### config.mk
export PLATFORM = sky130hd
export DESIGN_NAME = ccsm_set_manager
export DESIGN_NICKNAME = d
export VERILOG_FILES = /design/src/verilog/ccsm_pkg.sv /design/src/verilog/ccsm_factory_rom.sv /design/src/verilog/ccsm_nv_store.sv /design/src/verilog/ccsm_set_manager.sv
export VERILOG_INCLUDE_DIRS = /design/src /design/src/verilog
export SDC_FILE = /design/constraint.sdc
export NUM_CORES = 1
export LEC_CHECK = 0
export ABC_AREA = 0
export BUFFER_PORTS_ARGS = -buffer_cell sky130_fd_sc_hd__buf_2
export CAP_MARGIN = 20
export CORE_ASPECT_RATIO = 0.8
export CORE_UTILIZATION = 50
export DETAILED_ROUTE_END_ITERATION = 10
export PLACE_DENSITY = 0.69
export SETUP_SLACK_MARGIN = 0.4
export SYNTH_ARGS = -nofsm -noshare
export SYNTH_HDL_FRONTEND = slang
export SYNTH_SLANG_ARGS = --single-unit
### constraint.sdc
create_clock -name clk -period 3.7 [get_ports clk]
set_input_delay 0.74 -clock clk [delete_from_list [all_inputs] [get_ports clk]]
set_output_delay 0.74 -clock clk [all_outputs]
set_load 0.01 [all_outputs]
### src/verilog/ccsm_defs.svh
// Purpose : offsets, fields, reset values of the set manager
// Assumes : included by every ccsm design file except the package
// Notes   : gain words are in 0.1 dB steps
`ifndef CCSM_DEFS_SVH
`define CCSM_DEFS_SVH
// ==========================================
// register offsets
`define CCSM_OFS_CTRL    8'h00
`define CCSM_OFS_FACT    8'h04
`define CCSM_OFS_BOOT    8'h08
`define CCSM_OFS_STAT    8'h0C
`define CCSM_OFS_PARAM   8'h40
`define CCSM_OFS_LUT     8'h80
// ==========================================
// field positions
`define CCSM_CTRL_STORE  4
`define CCSM_CTRL_RESTOR 5
`define CCSM_ST_BUSY     0
`define CCSM_ST_REJECT   1
`define CCSM_ST_BOOTED   2
`define CCSM_ST_IDLE     3
`define CCSM_ST_SRC      8
// ==========================================
// delivery values
`define CCSM_DLV_FACT    2'h0
`define CCSM_DLV_BOOT    2'h0
// ==========================================
// working-set word layout
`define CCSM_W_GAIN      0
`define CCSM_W_EXPO      1
`define CCSM_W_EXPAUTO   2
`define CCSM_W_GAINAUTO  3
`define CCSM_W_BALAUTO   4
`define CCSM_W_RED       5
`define CCSM_W_BLUE      6
// ==========================================
// factory profile contents
`define CCSM_GAIN_LOW    16'h0000
`define CCSM_GAIN_6DB    16'h003C
`define CCSM_EXPO_STD    16'h2710
`define CCSM_AUTO_OFF    16'h0000
`define CCSM_AUTO_CONT   16'h0002
`define CCSM_RATIO_ONE   16'h0100
`define CCSM_DAY_RED     16'h0180
`define CCSM_DAY_BLUE    16'h0140
`endif

### src/verilog/ccsm_pkg.sv
// Purpose : shared types of the set manager
// Assumes : nothing
// Notes   : set codes match the register encoding
package ccsm_pkg;
    // ==========================================
    // set and profile codes
    typedef enum logic [1:0] {
        CCSM_SET_DEFAULT = 2'h0,
        CCSM_SET_USER1   = 2'h1,
        CCSM_SET_USER2   = 2'h2,
        CCSM_SET_USER3   = 2'h3
    } ccsm_set_t;
    typedef enum logic [1:0] {
        CCSM_FP_STANDARD = 2'h0,
        CCSM_FP_HIGHGAIN = 2'h1,
        CCSM_FP_AUTO     = 2'h2,
        CCSM_FP_COLOR    = 2'h3
    } ccsm_factory_t;
    // ==========================================
    // transfer states, gray along idle paths
    typedef enum logic [2:0] {
        CCSM_S_IDLE = 3'h0,
        CCSM_S_LOAD = 3'h1,
        CCSM_S_SAVE = 3'h2,
        CCSM_S_BOOT = 3'h4
    } ccsm_state_t;
endpackage : ccsm_pkg

### src/verilog/ccsm_factory_rom.sv
// Purpose : fixed contents of the four factory profiles
// Assumes : pure lookup, no storage
// Notes   : unlisted words read zero
`timescale 1ns/1ps
`default_nettype none
`include "ccsm_defs.svh"
module ccsm_factory_rom
    import ccsm_pkg::*;
#(
    parameter int DW = 16,
    parameter int IW = 3
) (
    input  wire ccsm_factory_t profile,
    input  wire logic [IW-1:0] wordIdx,
    output logic [DW-1:0]      word
);
    // ==========================================
    // RULE4 low gain, autos off
    function automatic logic [DW-1:0] stdWord(input int i);
        case (i)
            `CCSM_W_GAIN: return DW'(`CCSM_GAIN_LOW);
            `CCSM_W_EXPO: return DW'(`CCSM_EXPO_STD);
            `CCSM_W_RED:  return DW'(`CCSM_RATIO_ONE);
            `CCSM_W_BLUE: return DW'(`CCSM_RATIO_ONE);
            default:      return DW'(`CCSM_AUTO_OFF);
        endcase
    endfunction : stdWord

    always_comb begin
        word = stdWord(int'(wordIdx));
        unique case (profile)
            CCSM_FP_STANDARD: begin
            end
            // RULE5 gain 6 dB
            CCSM_FP_HIGHGAIN: begin
                if (int'(wordIdx) == `CCSM_W_GAIN) begin
                    word = DW'(`CCSM_GAIN_6DB);
                end
            end
            // RULE6 auto exposure
            CCSM_FP_AUTO: begin
                if (int'(wordIdx) == `CCSM_W_EXPAUTO) begin
                    word = DW'(`CCSM_AUTO_CONT);
                end
            end
            CCSM_FP_COLOR: begin
                if (int'(wordIdx) == `CCSM_W_RED) begin
                    word = DW'(`CCSM_DAY_RED);
                end else if (int'(wordIdx) == `CCSM_W_BLUE) begin
                    word = DW'(`CCSM_DAY_BLUE);
                end
            end
        endcase
    end
endmodule : ccsm_factory_rom
`default_nettype wire

### src/verilog/ccsm_nv_store.sv
// Purpose : persistent cells: three user slots and two picks
// Assumes : format is a synchronised level
// Notes   : cells ignore resetn on purpose, they model flash
`timescale 1ns/1ps
`default_nettype none
`include "ccsm_defs.svh"
module ccsm_nv_store
    import ccsm_pkg::*;
#(
    parameter int DW        = 16,
    parameter int NUM_WORDS = 8,
    parameter int IW        = 3
) (
    input  wire logic          clk,
    input  wire logic          format,
    input  wire logic          wrEn,
    input  wire ccsm_set_t     wrSlot,
    input  wire logic [IW-1:0] wrIdx,
    input  wire logic [DW-1:0] wrData,
    input  wire ccsm_set_t     rdSlot,
    input  wire logic [IW-1:0] rdIdx,
    output logic [DW-1:0]      rdData,
    input  wire logic          factWr,
    input  wire ccsm_factory_t factIn,
    output ccsm_factory_t      factPick,
    input  wire logic          bootWr,
    input  wire ccsm_set_t     bootIn,
    output ccsm_set_t          bootPick
);
    logic [DW-1:0] mem [3][NUM_WORDS];

    function automatic logic [1:0] row(input ccsm_set_t s);
        return 2'(s) - 2'h1;
    endfunction : row

    // ==========================================
    // user slots
    always_ff @(posedge clk) begin
        if (wrEn && wrSlot != CCSM_SET_DEFAULT) begin
            mem[row(wrSlot)][wrIdx] <= wrData;
        end
    end
    assign rdData = (rdSlot == CCSM_SET_DEFAULT) ? '0 : mem[row(rdSlot)][rdIdx];

    // ==========================================
    // RULE8 format restores delivery picks
    always_ff @(posedge clk) begin
        if (format) begin
            factPick <= ccsm_factory_t'(`CCSM_DLV_FACT);
            bootPick <= ccsm_set_t'(`CCSM_DLV_BOOT);
        end else begin
            if (factWr) begin
                factPick <= factIn;
            end
            if (bootWr) begin
                bootPick <= bootIn;
            end
        end
    end
endmodule : ccsm_nv_store
`default_nettype wire

### src/verilog/ccsm_set_manager.sv
// Purpose : camera configuration-set manager
// Assumes : acquisition flags come from logic on clk
// Notes   : nvFormat is an async pin, brought in by two flops
//
// Summary of operation
// RULE1 - working set sits in plain flops, cleared by reset
// RULE2 - software parameter writes go only to the working set
// RULE3 - four factory profiles are fixed and never writable
// RULE4 - standard profile has low gain, all autos off
// RULE5 - high-gain profile equals standard but gain is 6 dB
// RULE6 - auto profile equals standard with continuous exposure auto
// RULE7 - software picks which factory profile is the default set
// RULE8 - delivery state points the default set at standard profile
// RULE9 - default-set pick accepted only when acquisition is idle
// RULE10 - default set can be loaded into the working set
// RULE11 - every reset loads the startup set into working set
// RULE12 - three persistent user slots numbered one to three
// RULE13 - store copies the whole working set over one slot
// RULE14 - software selects the slot before issuing store; code takes the slot from the CTRL write that carries store
// RULE15 - lookup table is never stored and clears at reset
// RULE16 - a user slot can be loaded into the working set
// RULE17 - software selects user or default set, then restore; code takes the set from the CTRL write that carries restore
// RULE18 - restore accepted only when acquisition is idle
// RULE19 - startup set is user one to three or default
// RULE20 - busy during transfers, new commands refused meanwhile
// RULE21 - startup pick is held in persistent storage
`timescale 1ns/1ps
`default_nettype none
`include "ccsm_defs.svh"
module ccsm_set_manager
    import ccsm_pkg::*;
#(
    parameter int DW        = 16,
    parameter int NUM_WORDS = 8,
    parameter int LUT_WORDS = 4
) (
    input  wire logic              clk,
    input  wire logic              resetn,
    input  wire logic              nvFormat,
    input  wire logic              acqContinuous,
    input  wire logic              acqPending,
    input  wire logic [7:0]        regAddr,
    input  wire logic [31:0]       regWrData,
    input  wire logic              regWr,
    input  wire logic              regRd,
    output logic [31:0]            regRdData,
    output logic [NUM_WORDS*DW-1:0] activeSet,
    output logic [LUT_WORDS*DW-1:0] lutSet,
    output logic                   busy,
    output logic                   setValid
);
    localparam int IW = $clog2(NUM_WORDS);
    localparam int LW = $clog2(LUT_WORDS);

    // ==========================================
    // declarations
    ccsm_state_t   state_q;
    ccsm_state_t   state_d;
    logic [IW-1:0] idx_q;
    ccsm_set_t     xferSet_q;
    ccsm_set_t     activeSrc_q;
    logic          booted_q;
    logic          reject_q;
    ccsm_set_t     profileSlotPick_q;
    logic [DW-1:0] work_q [NUM_WORDS];
    logic [DW-1:0] lut_q [LUT_WORDS];
    logic          fmtMeta_q;
    logic          fmtSync_q;
    logic [31:0]   rdData_q;
    logic [31:0]   rdData_d;

    ccsm_factory_t factoryProfilePick;
    ccsm_set_t     bootProfilePick;
    ccsm_set_t     srcSet;
    logic [DW-1:0] romWord;
    logic [DW-1:0] nvWord;
    logic [DW-1:0] srcWord;
    logic          acqIdle;
    logic          lastIdx;
    logic          ctrlWr;
    ccsm_set_t     cmdSlot;
    logic          profileStoreCmd;
    logic          profileRestoreCmd;
    logic          storeGo;
    logic          restoreGo;
    logic          cmdReject;
    logic          factWr;
    logic          factGo;
    logic          bootWr;
    logic          bootGo;
    logic          paramWr;
    logic          paramGo;
    logic          lutWr;
    logic          rejectSet;
    logic          rejectClr;

    // ==========================================
    // helpers
    function automatic logic inWin(input logic [7:0] a,
                                   input logic [7:0] base,
                                   input int n);
        logic [7:0] d;
        d = a - base;
        return (a >= base) && (d[1:0] == 2'h0) && (int'(d[7:2]) < n);
    endfunction : inWin

    function automatic logic [5:0] wordOf(input logic [7:0] a,
                                          input logic [7:0] base);
        logic [7:0] d;
        d = a - base;
        return d[7:2];
    endfunction : wordOf

    // ==========================================
    // pin synchroniser
    always_ff @(posedge clk) begin
        fmtMeta_q <= nvFormat;
        fmtSync_q <= fmtMeta_q;
    end

    // ==========================================
    // persistent storage and factory profiles
    // RULE12 persistent user slots
    ccsm_nv_store #(
        .DW        (DW),
        .NUM_WORDS (NUM_WORDS),
        .IW        (IW)
    ) u_nv (
        .clk      (clk),
        .format   (fmtSync_q),
        .wrEn     (state_q == CCSM_S_SAVE),
        .wrSlot   (xferSet_q),
        .wrIdx    (idx_q),
        .wrData   (work_q[idx_q]),
        .rdSlot   (srcSet),
        .rdIdx    (idx_q),
        .rdData   (nvWord),
        .factWr   (factGo),
        .factIn   (ccsm_factory_t'(regWrData[1:0])),
        .factPick (factoryProfilePick),
        .bootWr   (bootGo),
        .bootIn   (ccsm_set_t'(regWrData[1:0])),
        .bootPick (bootProfilePick)
    );

    // RULE3 fixed read-only profiles
    ccsm_factory_rom #(
        .DW (DW),
        .IW (IW)
    ) u_rom (
        .profile (factoryProfilePick),
        .wordIdx (idx_q),
        .word    (romWord)
    );

    // ==========================================
    // command decode
    always_comb begin
        acqIdle           = !acqContinuous && !acqPending;
        busy              = state_q != CCSM_S_IDLE;
        lastIdx           = int'(idx_q) == NUM_WORDS - 1;
        ctrlWr            = regWr && regAddr == `CCSM_OFS_CTRL;
        cmdSlot           = ccsm_set_t'(regWrData[1:0]);
        profileStoreCmd   = ctrlWr && regWrData[`CCSM_CTRL_STORE];
        profileRestoreCmd = ctrlWr && regWrData[`CCSM_CTRL_RESTOR];
        // RULE20 one transfer at a time
        // RULE13 store needs a user slot
        storeGo   = profileStoreCmd && !profileRestoreCmd && !busy
                    && cmdSlot != CCSM_SET_DEFAULT;
        // RULE18 restore only when idle
        restoreGo = profileRestoreCmd && !profileStoreCmd && !busy && acqIdle;
        cmdReject = (profileStoreCmd && !storeGo)
                    || (profileRestoreCmd && !restoreGo);
        factWr    = regWr && regAddr == `CCSM_OFS_FACT;
        // RULE9 pick only while idle
        factGo    = factWr && acqIdle && !busy;
        bootWr    = regWr && regAddr == `CCSM_OFS_BOOT;
        // startup pick changing mid-boot would mix two sets
        bootGo    = bootWr && !busy;
        paramWr   = regWr && inWin(regAddr, `CCSM_OFS_PARAM, NUM_WORDS);
        paramGo   = paramWr && !busy;
        lutWr     = regWr && inWin(regAddr, `CCSM_OFS_LUT, LUT_WORDS);
        rejectSet = cmdReject || (factWr && !factGo) || (bootWr && !bootGo)
                    || (paramWr && !paramGo);
        rejectClr = regWr && regAddr == `CCSM_OFS_STAT
                    && regWrData[`CCSM_ST_REJECT];
    end

    // ==========================================
    // transfer source
    always_comb begin
        // RULE19 boot reads startup set
        srcSet  = (state_q == CCSM_S_BOOT) ? bootProfilePick : xferSet_q;
        // RULE10 default set from profiles
        srcWord = (srcSet == CCSM_SET_DEFAULT) ? romWord : nvWord;
    end

    // ==========================================
    // transfer state machine
    always_comb begin
        state_d = state_q;
        unique case (state_q)
            CCSM_S_IDLE: begin
                if (storeGo) begin
                    state_d = CCSM_S_SAVE;
                end else if (restoreGo) begin
                    state_d = CCSM_S_LOAD;
                end
            end
            CCSM_S_LOAD, CCSM_S_SAVE, CCSM_S_BOOT: begin
                if (lastIdx) begin
                    state_d = CCSM_S_IDLE;
                end
            end
            default: begin
                state_d = CCSM_S_IDLE;
            end
        endcase
    end

    always_ff @(posedge clk) begin
        if (!resetn) begin
            // RULE11 reset starts a boot load
            state_q <= CCSM_S_BOOT;
            idx_q   <= '0;
        end else begin
            state_q <= state_d;
            if (state_q != CCSM_S_IDLE && !lastIdx) begin
                idx_q <= idx_q + IW'(1);
            end else begin
                idx_q <= '0;
            end
        end
    end

    always_ff @(posedge clk) begin
        if (!resetn) begin
            xferSet_q   <= CCSM_SET_DEFAULT;
            activeSrc_q <= CCSM_SET_DEFAULT;
            booted_q    <= 1'b0;
        end else begin
            if (storeGo || restoreGo) begin
                xferSet_q <= cmdSlot;
            end
            if (lastIdx && state_q == CCSM_S_BOOT) begin
                activeSrc_q <= bootProfilePick;
                booted_q    <= 1'b1;
            end
            // RULE16 loaded slot now governs
            if (lastIdx && state_q == CCSM_S_LOAD) begin
                activeSrc_q <= xferSet_q;
            end
        end
    end

    // ==========================================
    // working set
    always_ff @(posedge clk) begin
        if (!resetn) begin
            // RULE1 volatile working set
            for (int i = 0; i < NUM_WORDS; i++) begin
                work_q[i] <= '0;
            end
        end else if (state_q == CCSM_S_BOOT || state_q == CCSM_S_LOAD) begin
            work_q[idx_q] <= srcWord;
        end else if (paramGo) begin
            // RULE2 writes reach working set
            work_q[IW'(wordOf(regAddr, `CCSM_OFS_PARAM))] <= regWrData[DW-1:0];
        end
    end

    // ==========================================
    // lookup table, kept out of user slots
    always_ff @(posedge clk) begin
        if (!resetn) begin
            // RULE15 table lost at reset
            for (int i = 0; i < LUT_WORDS; i++) begin
                lut_q[i] <= '0;
            end
        end else if (lutWr) begin
            lut_q[LW'(wordOf(regAddr, `CCSM_OFS_LUT))] <= regWrData[DW-1:0];
        end
    end

    always_comb begin
        for (int i = 0; i < NUM_WORDS; i++) begin
            activeSet[i*DW +: DW] = work_q[i];
        end
        for (int i = 0; i < LUT_WORDS; i++) begin
            lutSet[i*DW +: DW] = lut_q[i];
        end
        setValid = booted_q;
    end

    // ==========================================
    // selector and refusal flag
    always_ff @(posedge clk) begin
        if (!resetn) begin
            profileSlotPick_q <= CCSM_SET_DEFAULT;
        end else if (ctrlWr) begin
            // RULE17 selector held for readback
            profileSlotPick_q <= cmdSlot;
        end
    end

    always_ff @(posedge clk) begin
        if (!resetn) begin
            reject_q <= 1'b0;
        end else if (rejectSet) begin
            // a new refusal beats a clear
            reject_q <= 1'b1;
        end else if (rejectClr) begin
            reject_q <= 1'b0;
        end
    end

    // ==========================================
    // read port
    always_comb begin
        rdData_d = '0;
        if (regRd) begin
            if (regAddr == `CCSM_OFS_CTRL) begin
                rdData_d[1:0] = profileSlotPick_q;
            end else if (regAddr == `CCSM_OFS_FACT) begin
                // RULE7 pick read from storage
                rdData_d[1:0] = factoryProfilePick;
            end else if (regAddr == `CCSM_OFS_BOOT) begin
                // RULE21 persistent startup pick
                rdData_d[1:0] = bootProfilePick;
            end else if (regAddr == `CCSM_OFS_STAT) begin
                rdData_d[`CCSM_ST_BUSY]   = busy;
                rdData_d[`CCSM_ST_REJECT] = reject_q;
                rdData_d[`CCSM_ST_BOOTED] = booted_q;
                rdData_d[`CCSM_ST_IDLE]   = acqIdle;
                rdData_d[`CCSM_ST_SRC +: 2] = activeSrc_q;
            end else if (inWin(regAddr, `CCSM_OFS_PARAM, NUM_WORDS)) begin
                rdData_d[DW-1:0] = work_q[IW'(wordOf(regAddr, `CCSM_OFS_PARAM))];
            end else if (inWin(regAddr, `CCSM_OFS_LUT, LUT_WORDS)) begin
                rdData_d[DW-1:0] = lut_q[LW'(wordOf(regAddr, `CCSM_OFS_LUT))];
            end
        end
    end

    always_ff @(posedge clk) begin
        if (!resetn) begin
            rdData_q <= '0;
        end else begin
            rdData_q <= rdData_d;
        end
    end
    assign regRdData = rdData_q;
endmodule : ccsm_set_manager
`default_nettype wire

==> results.ini, run 1 <==
[yosys]
synth_enable_flop_cells = 576
syn_area_per_cell_um2 = 14.8
ys_top_cells_by_area = sky130_fd_sc_hd__edfxtp_1, sky130_fd_sc_hd__mux4_2, sky130_fd_sc_hd__mux2i_1
yosys_most_used_dff = sky130_fd_sc_hd__edfxtp_1
syn-instance-count = 1800
synth-warning-count = 0
synth.largest_area_cell = sky130_fd_sc_hd__edfxtp_1
ys_seq_elements = 612
synth_area_um2 = 26700
synth_cell_type_count = 89
ys_async_sr_fraction = 0
synth_top_cell_area_share = 0.648
ys_seq_area_frac = 0.675

[cts]
cts_hold_buf = 0
clock-root-buffer = sky130_fd_sc_hd__clkbuf_16
clock_slew_seen_by_the_registers_of_the_worst_setup_and_hold_paths_ns = 0.06
cts.path.max_buffers = 3
cts_buffers = 57
worstSkewPairLatency_ns = 0.65
cts_tree = built
cts_num_sinks = 612
htree_levels = 2

[power]
worst_ir_drop_vdd_mv = 0.395
powerDensity_nw_per_um2 = 494
p_leak_nw = 10.9

[drt]
firstDrtPassIters = 6
via_count = 18800
initialDrtViolationCount = 2921
wire_per_inst_um = 30.0
totalWireLength_um = 86200
route.detailed.vias_per_inst = 6.56
drc_errors = 0
ant_nets = 0

[timing]
maximum_operating_frequency_mhz = 315
min_period_ns = 3.18
final_hold_viol_count = 0
max_slew_margin = 0.225
timing.setup.tns_ns = 0
finalMaxSlewViolations = 0
fin_clk_skew_ns = 0.0281
finalCritPeriodShare = 0.859
timing_worst_slew_pin_value_ns = 1.16
setup_repair_after_global_routing_missed_its_margin = false
setup_viol = 0

[run_status]
run_status = complete, no violations

[grt]
grt_start_max_net_pins = 58
grt_remaining_overflow = 0
antenna_violations_before_repair = 1
first_global_vias = 18000
gr-usage-all-layers = 0.317
grt_pass1_wl_um = 124000

[placement]
port-buffer-count = 240
place.gp.congestion = 0.974
dp_hpwl_um = 58400
area_after_detailed_placement_um2 = 29400

[cells_and_area]
insertedDiodeCount = 0
finalNetCount = 2184
drive_above_1_share = 0.293
post_layout_inst_area_um2 = 31200
area.growth.synth_to_final_pct = 17.0

[die]
floorplan.die_area_um2 = 54300
fp.dieW_um = 260
core_region_area_um2 = 52600
top_ports = 273
die-height_um = 209
initial_utilization = 0.508
row_count = 75

[setup_path]
startpoint_type = flop
timing.critical_path.to_type = flop
critical_path.slowest_cell = sky130_fd_sc_hd__or3b_4
cp_cell_sequence = or3b_4, mux2i_1, ha_1, buf_4, a2bb2oi_1, buf_12, a2111oi_1, a31oi_1, o21ai_4, nor2_1
critPathKind = flop to flop
critical_path.max_stage_delay_ns = 0.48
r2r_cells = 10
crit_path_max_fanout = 13
worst-endpoint-required_ns = 4.09
worst-endpoint-arrival_ns = 3.57

[min_path]
min_path_cells = 1
min_path_type = primary input to flop

[run]
max_cap_viol_count = 0

-- state kept, by name, summed over array words and instances (netlist names) --
register and cells:
state_q 3, idx_q 3, xferSet_q 2, activeSrc_q 2
u_nv.factPick 2, fmtSync_q 1, profileSlotPick_q 2, fmtMeta_q 1
reject_q 1, regRdData 16, work_q 128, setValid 1
u_nv.mem 384, lut_q 64, u_nv.bootPick 2
-- per-stage QoR --
step	power [mW]	hold slack, ns	utilization	instances	setup slack (ns)
3_3_place_gp	9.73	0.318	0.559	2762	0.498
4_1_cts	15.4	0.189	0.593	2867	0.432
3_5_place_dp	9.77	0.319	0.559	2762	0.387
5_1_grt	15.8	0.185	0.594	2870	0.409
2_1_floorplan	9.01	0.310	-	1815	0.471
6_report	15.4	0.205	0.594	2870	0.522
-- cell families (layout without fill, tap and decap cells) --
logic type,count (synthesis),after routing,synth area share
AO/OA/AOI/OAI,337,337,0.0939
XOR/XNOR,1,1,0.000328
adder cells (fa/ha/maj),7,7,0.00319
buffers and inverters,149,511,0.0285
flip-flops,612,612,0.675
multiplexers,204,204,0.108
other,1,16,0.000141
AND/OR/NAND/NOR,489,489,0.0912
-- path summary, 6_finish.rpt --
check	slack, ns	from	to
max	0.52	state_q[0]	work_q[3][8]
min	0.21	nvFormat	fmtMeta_q
max reg2reg	0.52	state_q[0]	work_q[3][8]
min reg2reg	0.34	fmtMeta_q	fmtSync_q
-- cell usage in the layout (no fill, tap or decap), types with 15 or more instances in the layout --
cell type                   Yosys  final
sky130_fd_sc_hd__inv_1         15     15
sky130_fd_sc_hd__buf_2         54    239
sky130_fd_sc_hd__mux4_2        61     61
sky130_fd_sc_hd__conb_1         1     16
sky130_fd_sc_hd__clkbuf_1      35     18
sky130_fd_sc_hd__dfxtp_1       36     33
sky130_fd_sc_hd__nor2_1       221    212
sky130_fd_sc_hd__and2_1        67     67
sky130_fd_sc_hd__a22oi_1       22     22
sky130_fd_sc_hd__o221ai_1      20     19
sky130_fd_sc_hd__a21oi_1       60     60
sky130_fd_sc_hd__a221o_1       16     16
sky130_fd_sc_hd__buf_4         30    141
sky130_fd_sc_hd__o21ai_0       41     32
sky130_fd_sc_hd__edfxtp_1     576    576
sky130_fd_sc_hd__nand3_1       16     16
sky130_fd_sc_hd__clkbuf_16      0     57
sky130_fd_sc_hd__mux2_2        54     54
sky130_fd_sc_hd__nor3_1        30     26
sky130_fd_sc_hd__nand2_1       66     66
sky130_fd_sc_hd__a221oi_1      52     52
sky130_fd_sc_hd__mux2i_1       89     89
-- synthesized netlist by cell type, drive strengths merged, types with 4 or more instances --
master	count
edfxtp	576
nor2	222
buf	97
mux2i	89
nand2	74
and2	68
a21oi	61
mux4	61
mux2	54
a221oi	53
o21ai	49
dfxtp	36
clkbuf	35
nor3	35
a22oi	22
o221ai	20
nand3	17
a221o	16
inv	16
a22o	15
o22ai	15
nand2b	14
a31oi	12
a211oi	11
nand3b	11
nor2b	9
o21a	8
o31ai	8
nor4	7
ha	6
o211ai	6
o311ai	6
and3b	5
nand4	5
o22a	5
a222oi	4
and3	4
o31a	4
-- power breakdown --
part	switching, mW	total, mW	internal [mW]
sequential	0.126	7.99	7.86
clock	2.60	5.75	3.15
combinational	1.13	1.69	0.560
-- metal layers --
metal | GRT usage | part of all wire | vias up
met4 | 0.104 | 0.035 | 2
li1 | - | - | 7694
met5 | 0.00717 | 0.00064 | -
met3 | 0.0861 | 0.14 | 206
met1 | 0.464 | 0.39 | 9449
met2 | 0.459 | 0.44 | 1486
-- critical path: cells and delay by family (launching register included) --
kind	cells	cell delay (ns)
AOI/OAI and AO/OA	4	1.13
buffers and inverters	2	0.35
adders and majority gates	1	0.32
and+or+nand+nor	2	0.57
muxes	1	0.17
DFF	1	0.38
-- cell type report --
type / instances / area, um^2
clock buffer: 76 / 1510
inverter: 17 / 63.8
sequential: 612 / 18000
clock inverter: 29 / 262
timing repair buffer: 389 / 2430
multi-input combinational: 1054 / 8060
fill: 4009 / 21300
tap: 693 / 867
-- timing repair --
action | in CTS | in global routing
setup endpoints to repair | 4 | 94
buffers inserted | 0 | 2
cloned | 0 | 0
gates resized for setup | 1 | 9
pin swaps | 0 | 3
Note: power is estimated with default switching activity, not from simulation.
==> run 2: changes to the inputs <==
--- a/config.mk
+++ b/config.mk
@@ -13,2 +13,3 @@
 export CORE_UTILIZATION = 50
+export CTS_BUF_LIST = sky130_fd_sc_hd__clkbuf_8
 export DETAILED_ROUTE_END_ITERATION = 10
--- a/constraint.sdc
+++ b/constraint.sdc
@@ -3,2 +3,2 @@
 set_output_delay 0.74 -clock clk [all_outputs]
-set_load 0.01 [all_outputs]
+set_load 0.02 [all_outputs]
==> results.ini, run 2 (synthesized netlist as in run 1, its figures left out) <==
[cts]
cts_num_sinks = 612  ; unchanged
clock_slew_seen_by_the_registers_of_the_worst_setup_and_hold_paths_ns = 0.07  ; was 0.06 ns
htree_levels = 3  ; was 2
cts_tree = built  ; unchanged
cts_buffers = 92  ; was 57
clock-root-buffer = sky130_fd_sc_hd__clkbuf_8  ; was sky130_fd_sc_hd__clkbuf_16
cts_hold_buf = 0  ; unchanged
worstSkewPairLatency_ns = 0.72  ; was 0.65 ns
cts.path.max_buffers = 3  ; unchanged

[setup_path]
timing.critical_path.to_type = flop  ; unchanged
critical_path.slowest_cell = sky130_fd_sc_hd__o31a_1  ; was sky130_fd_sc_hd__or3b_4
worst-endpoint-required_ns = 4.14  ; was 4.09 ns
crit_path_frequent_cell = sky130_fd_sc_hd__buf_4
startpoint_type = flop  ; unchanged
critPathKind = flop to flop  ; unchanged
cp_cell_sequence = nand4bb_1, o21ai_2, inv_2, ha_1, buf_4, inv_1, a211oi_2, buf_4, and3_1, o31a_1, nor2_1  ; was or3b_4, mux2i_1, ha_1, buf_4, a2bb2oi_1, buf_12, a2111oi_1, a31oi_1, o21ai_4, nor2_1
critical_path.max_stage_delay_ns = 0.47  ; was 0.48 ns
worst-endpoint-arrival_ns = 3.63  ; was 3.57 ns
crit_path_max_fanout = 9  ; was 13

[timing]
timing_worst_slew_pin_value_ns = 1.13  ; was 1.16 ns
max_slew_margin = 0.243  ; was 0.225
maximum_operating_frequency_mhz = 314  ; was 315 MHz
min_period_ns = 3.19  ; was 3.18 ns
finalCritPeriodShare = 0.862  ; was 0.859
timing.setup.tns_ns = 0  ; unchanged
finalMaxSlewViolations = 0  ; unchanged
timing.hold.ws_ns = 0.137  ; was 0.205 ns
fin_clk_skew_ns = 0.0366  ; was 0.0281 ns
setup_repair_after_global_routing_missed_its_margin = false  ; unchanged
final_hold_viol_count = 0  ; unchanged
setup_viol = 0  ; unchanged

[cells_and_area]
final_cell_mix = sky130_fd_sc_hd__edfxtp_1, sky130_fd_sc_hd__buf_2, sky130_fd_sc_hd__nor2_1  ; unchanged
registers_with_the_most_flip_flops = u_nv.mem x384, work_q x128, lut_q x64  ; unchanged
finalNetCount = 2219  ; was 2184
area.growth.synth_to_final_pct = 16.5  ; was 17.0%
fin_cells = 2928  ; was 2870
postLayoutCoreUtil = 0.592  ; was 0.594
layout_commonest_cell = sky130_fd_sc_hd__edfxtp_1  ; unchanged
flip_flop_count_of_the_largest_register_after_layout = 384  ; unchanged
regMostFlops = u_nv.mem  ; unchanged
drive_above_1_share = 0.301  ; was 0.293
insertedDiodeCount = 0  ; unchanged

[drt]
firstDrtPassIters = 6  ; unchanged
initialDrtViolationCount = 2819  ; was 2921
wire_per_inst_um = 29.5  ; was 30.0 um
drc_errors = 0  ; unchanged
via_count = 19000  ; was 18800
totalWireLength_um = 86500  ; was 86200 um
route.detailed.vias_per_inst = 6.50  ; was 6.56
ant_nets = 0  ; unchanged

[grt]
gr-usage-all-layers = 0.318  ; was 0.317
grt_remaining_overflow = 0  ; unchanged
grt_start_max_net_pins = 58  ; unchanged
antenna_violations_before_repair = 1  ; unchanged
grt_pass1_wl_um = 125000  ; was 124000 um
first_global_vias = 18200  ; was 18000

[min_path]
min_path_type = primary input to flop  ; unchanged

[power]
worst_ir_drop_vdd_mv = 0.355  ; was 0.395 mV
p_leak_nw = 10.9  ; about the same
powerDensity_nw_per_um2 = 479  ; was 494 nW/um^2

[die]
initial_utilization = 0.508  ; unchanged
row_count = 75  ; unchanged
floorplan.die_area_um2 = 54300  ; unchanged
fp.dieW_um = 260  ; unchanged
core_region_area_um2 = 52600  ; unchanged
die-height_um = 209  ; unchanged
top_ports = 273  ; unchanged

[placement]
place.gp.congestion = 0.974  ; unchanged
dp_hpwl_um = 58400  ; unchanged
number_of_placed_cells_counting_well_taps = 2762  ; unchanged
port-buffer-count = 240  ; unchanged

[run]
max_cap_viol_count = 0  ; unchanged

[run_status]
run_status = complete, no violations  ; unchanged

run 2: layout make-up:
class	instances	area [um^2]
inverters	17	63.8
repair buffers	389	2430
fillers	4081	21500
flip-flops and latches	612	18000
clock buffers	92	1270
multi-input cells	1054	8070
well taps	693	867
clock inverters	71	367
run 2: path summary, 6_finish.rpt:
path,from,end,slack [ns],cells past startpoint
worst max register to register,state_q[1],work_q[2][6],0.51,11
worst min register to register,fmtMeta_q,fmtSync_q,0.35,0
worst max-delay path,state_q[1],work_q[2][6],0.51,11
worst min-delay path,nvFormat,fmtMeta_q,0.14,1
run 2: stage by stage:
stage	cell area, um^2	power [mW]	worst slack (ns)
6_report	31100	14.9	0.511
5_1_grt	31100	15.3	0.404
4_1_cts	31000	14.9	0.425
3_5_place_dp	29400	9.86	0.387
3_3_place_gp	29400	9.82	0.498
2_1_floorplan	26700	9.11	0.471
run 2: layer usage:
layer / up-vias / track usage / wire, um
li1: 7786 / - / -
met1: 9442 / 0.459 / 32800
met2: 1561 / 0.455 / 37700
met3: 235 / 0.0945 / 12800
met4: 0 / 0.121 / 3290
met5: - / 0 / 0
run 2: worst max-delay path: cells and delay by family, from the launching register on:
family	cells	cell delay, ns
buffers and inverters	4	0.69
AND/OR/NAND/NOR	3	0.71
flip-flops	1	0.37
adder cells (fa/ha/maj)	1	0.32
AO/OA/AOI/OAI	3	0.81
run 2: where the power goes:
part	switching, mW	internal (mW)	leakage (nW)	total, mW
clock network	2.66	2.47	0.917	5.13
logic	1.23	0.561	4.29	1.79
registers	0.126	7.86	5.73	7.99
total	4.01	10.9	10.9	14.9
run 2: timing repair:
action / 4_1_cts / 5_1_grt
pin swaps: 0 / 2
buffers inserted: 0 / 2
gates resized for setup: 1 / 11
endpoints found under the setup margin: 4 / 97
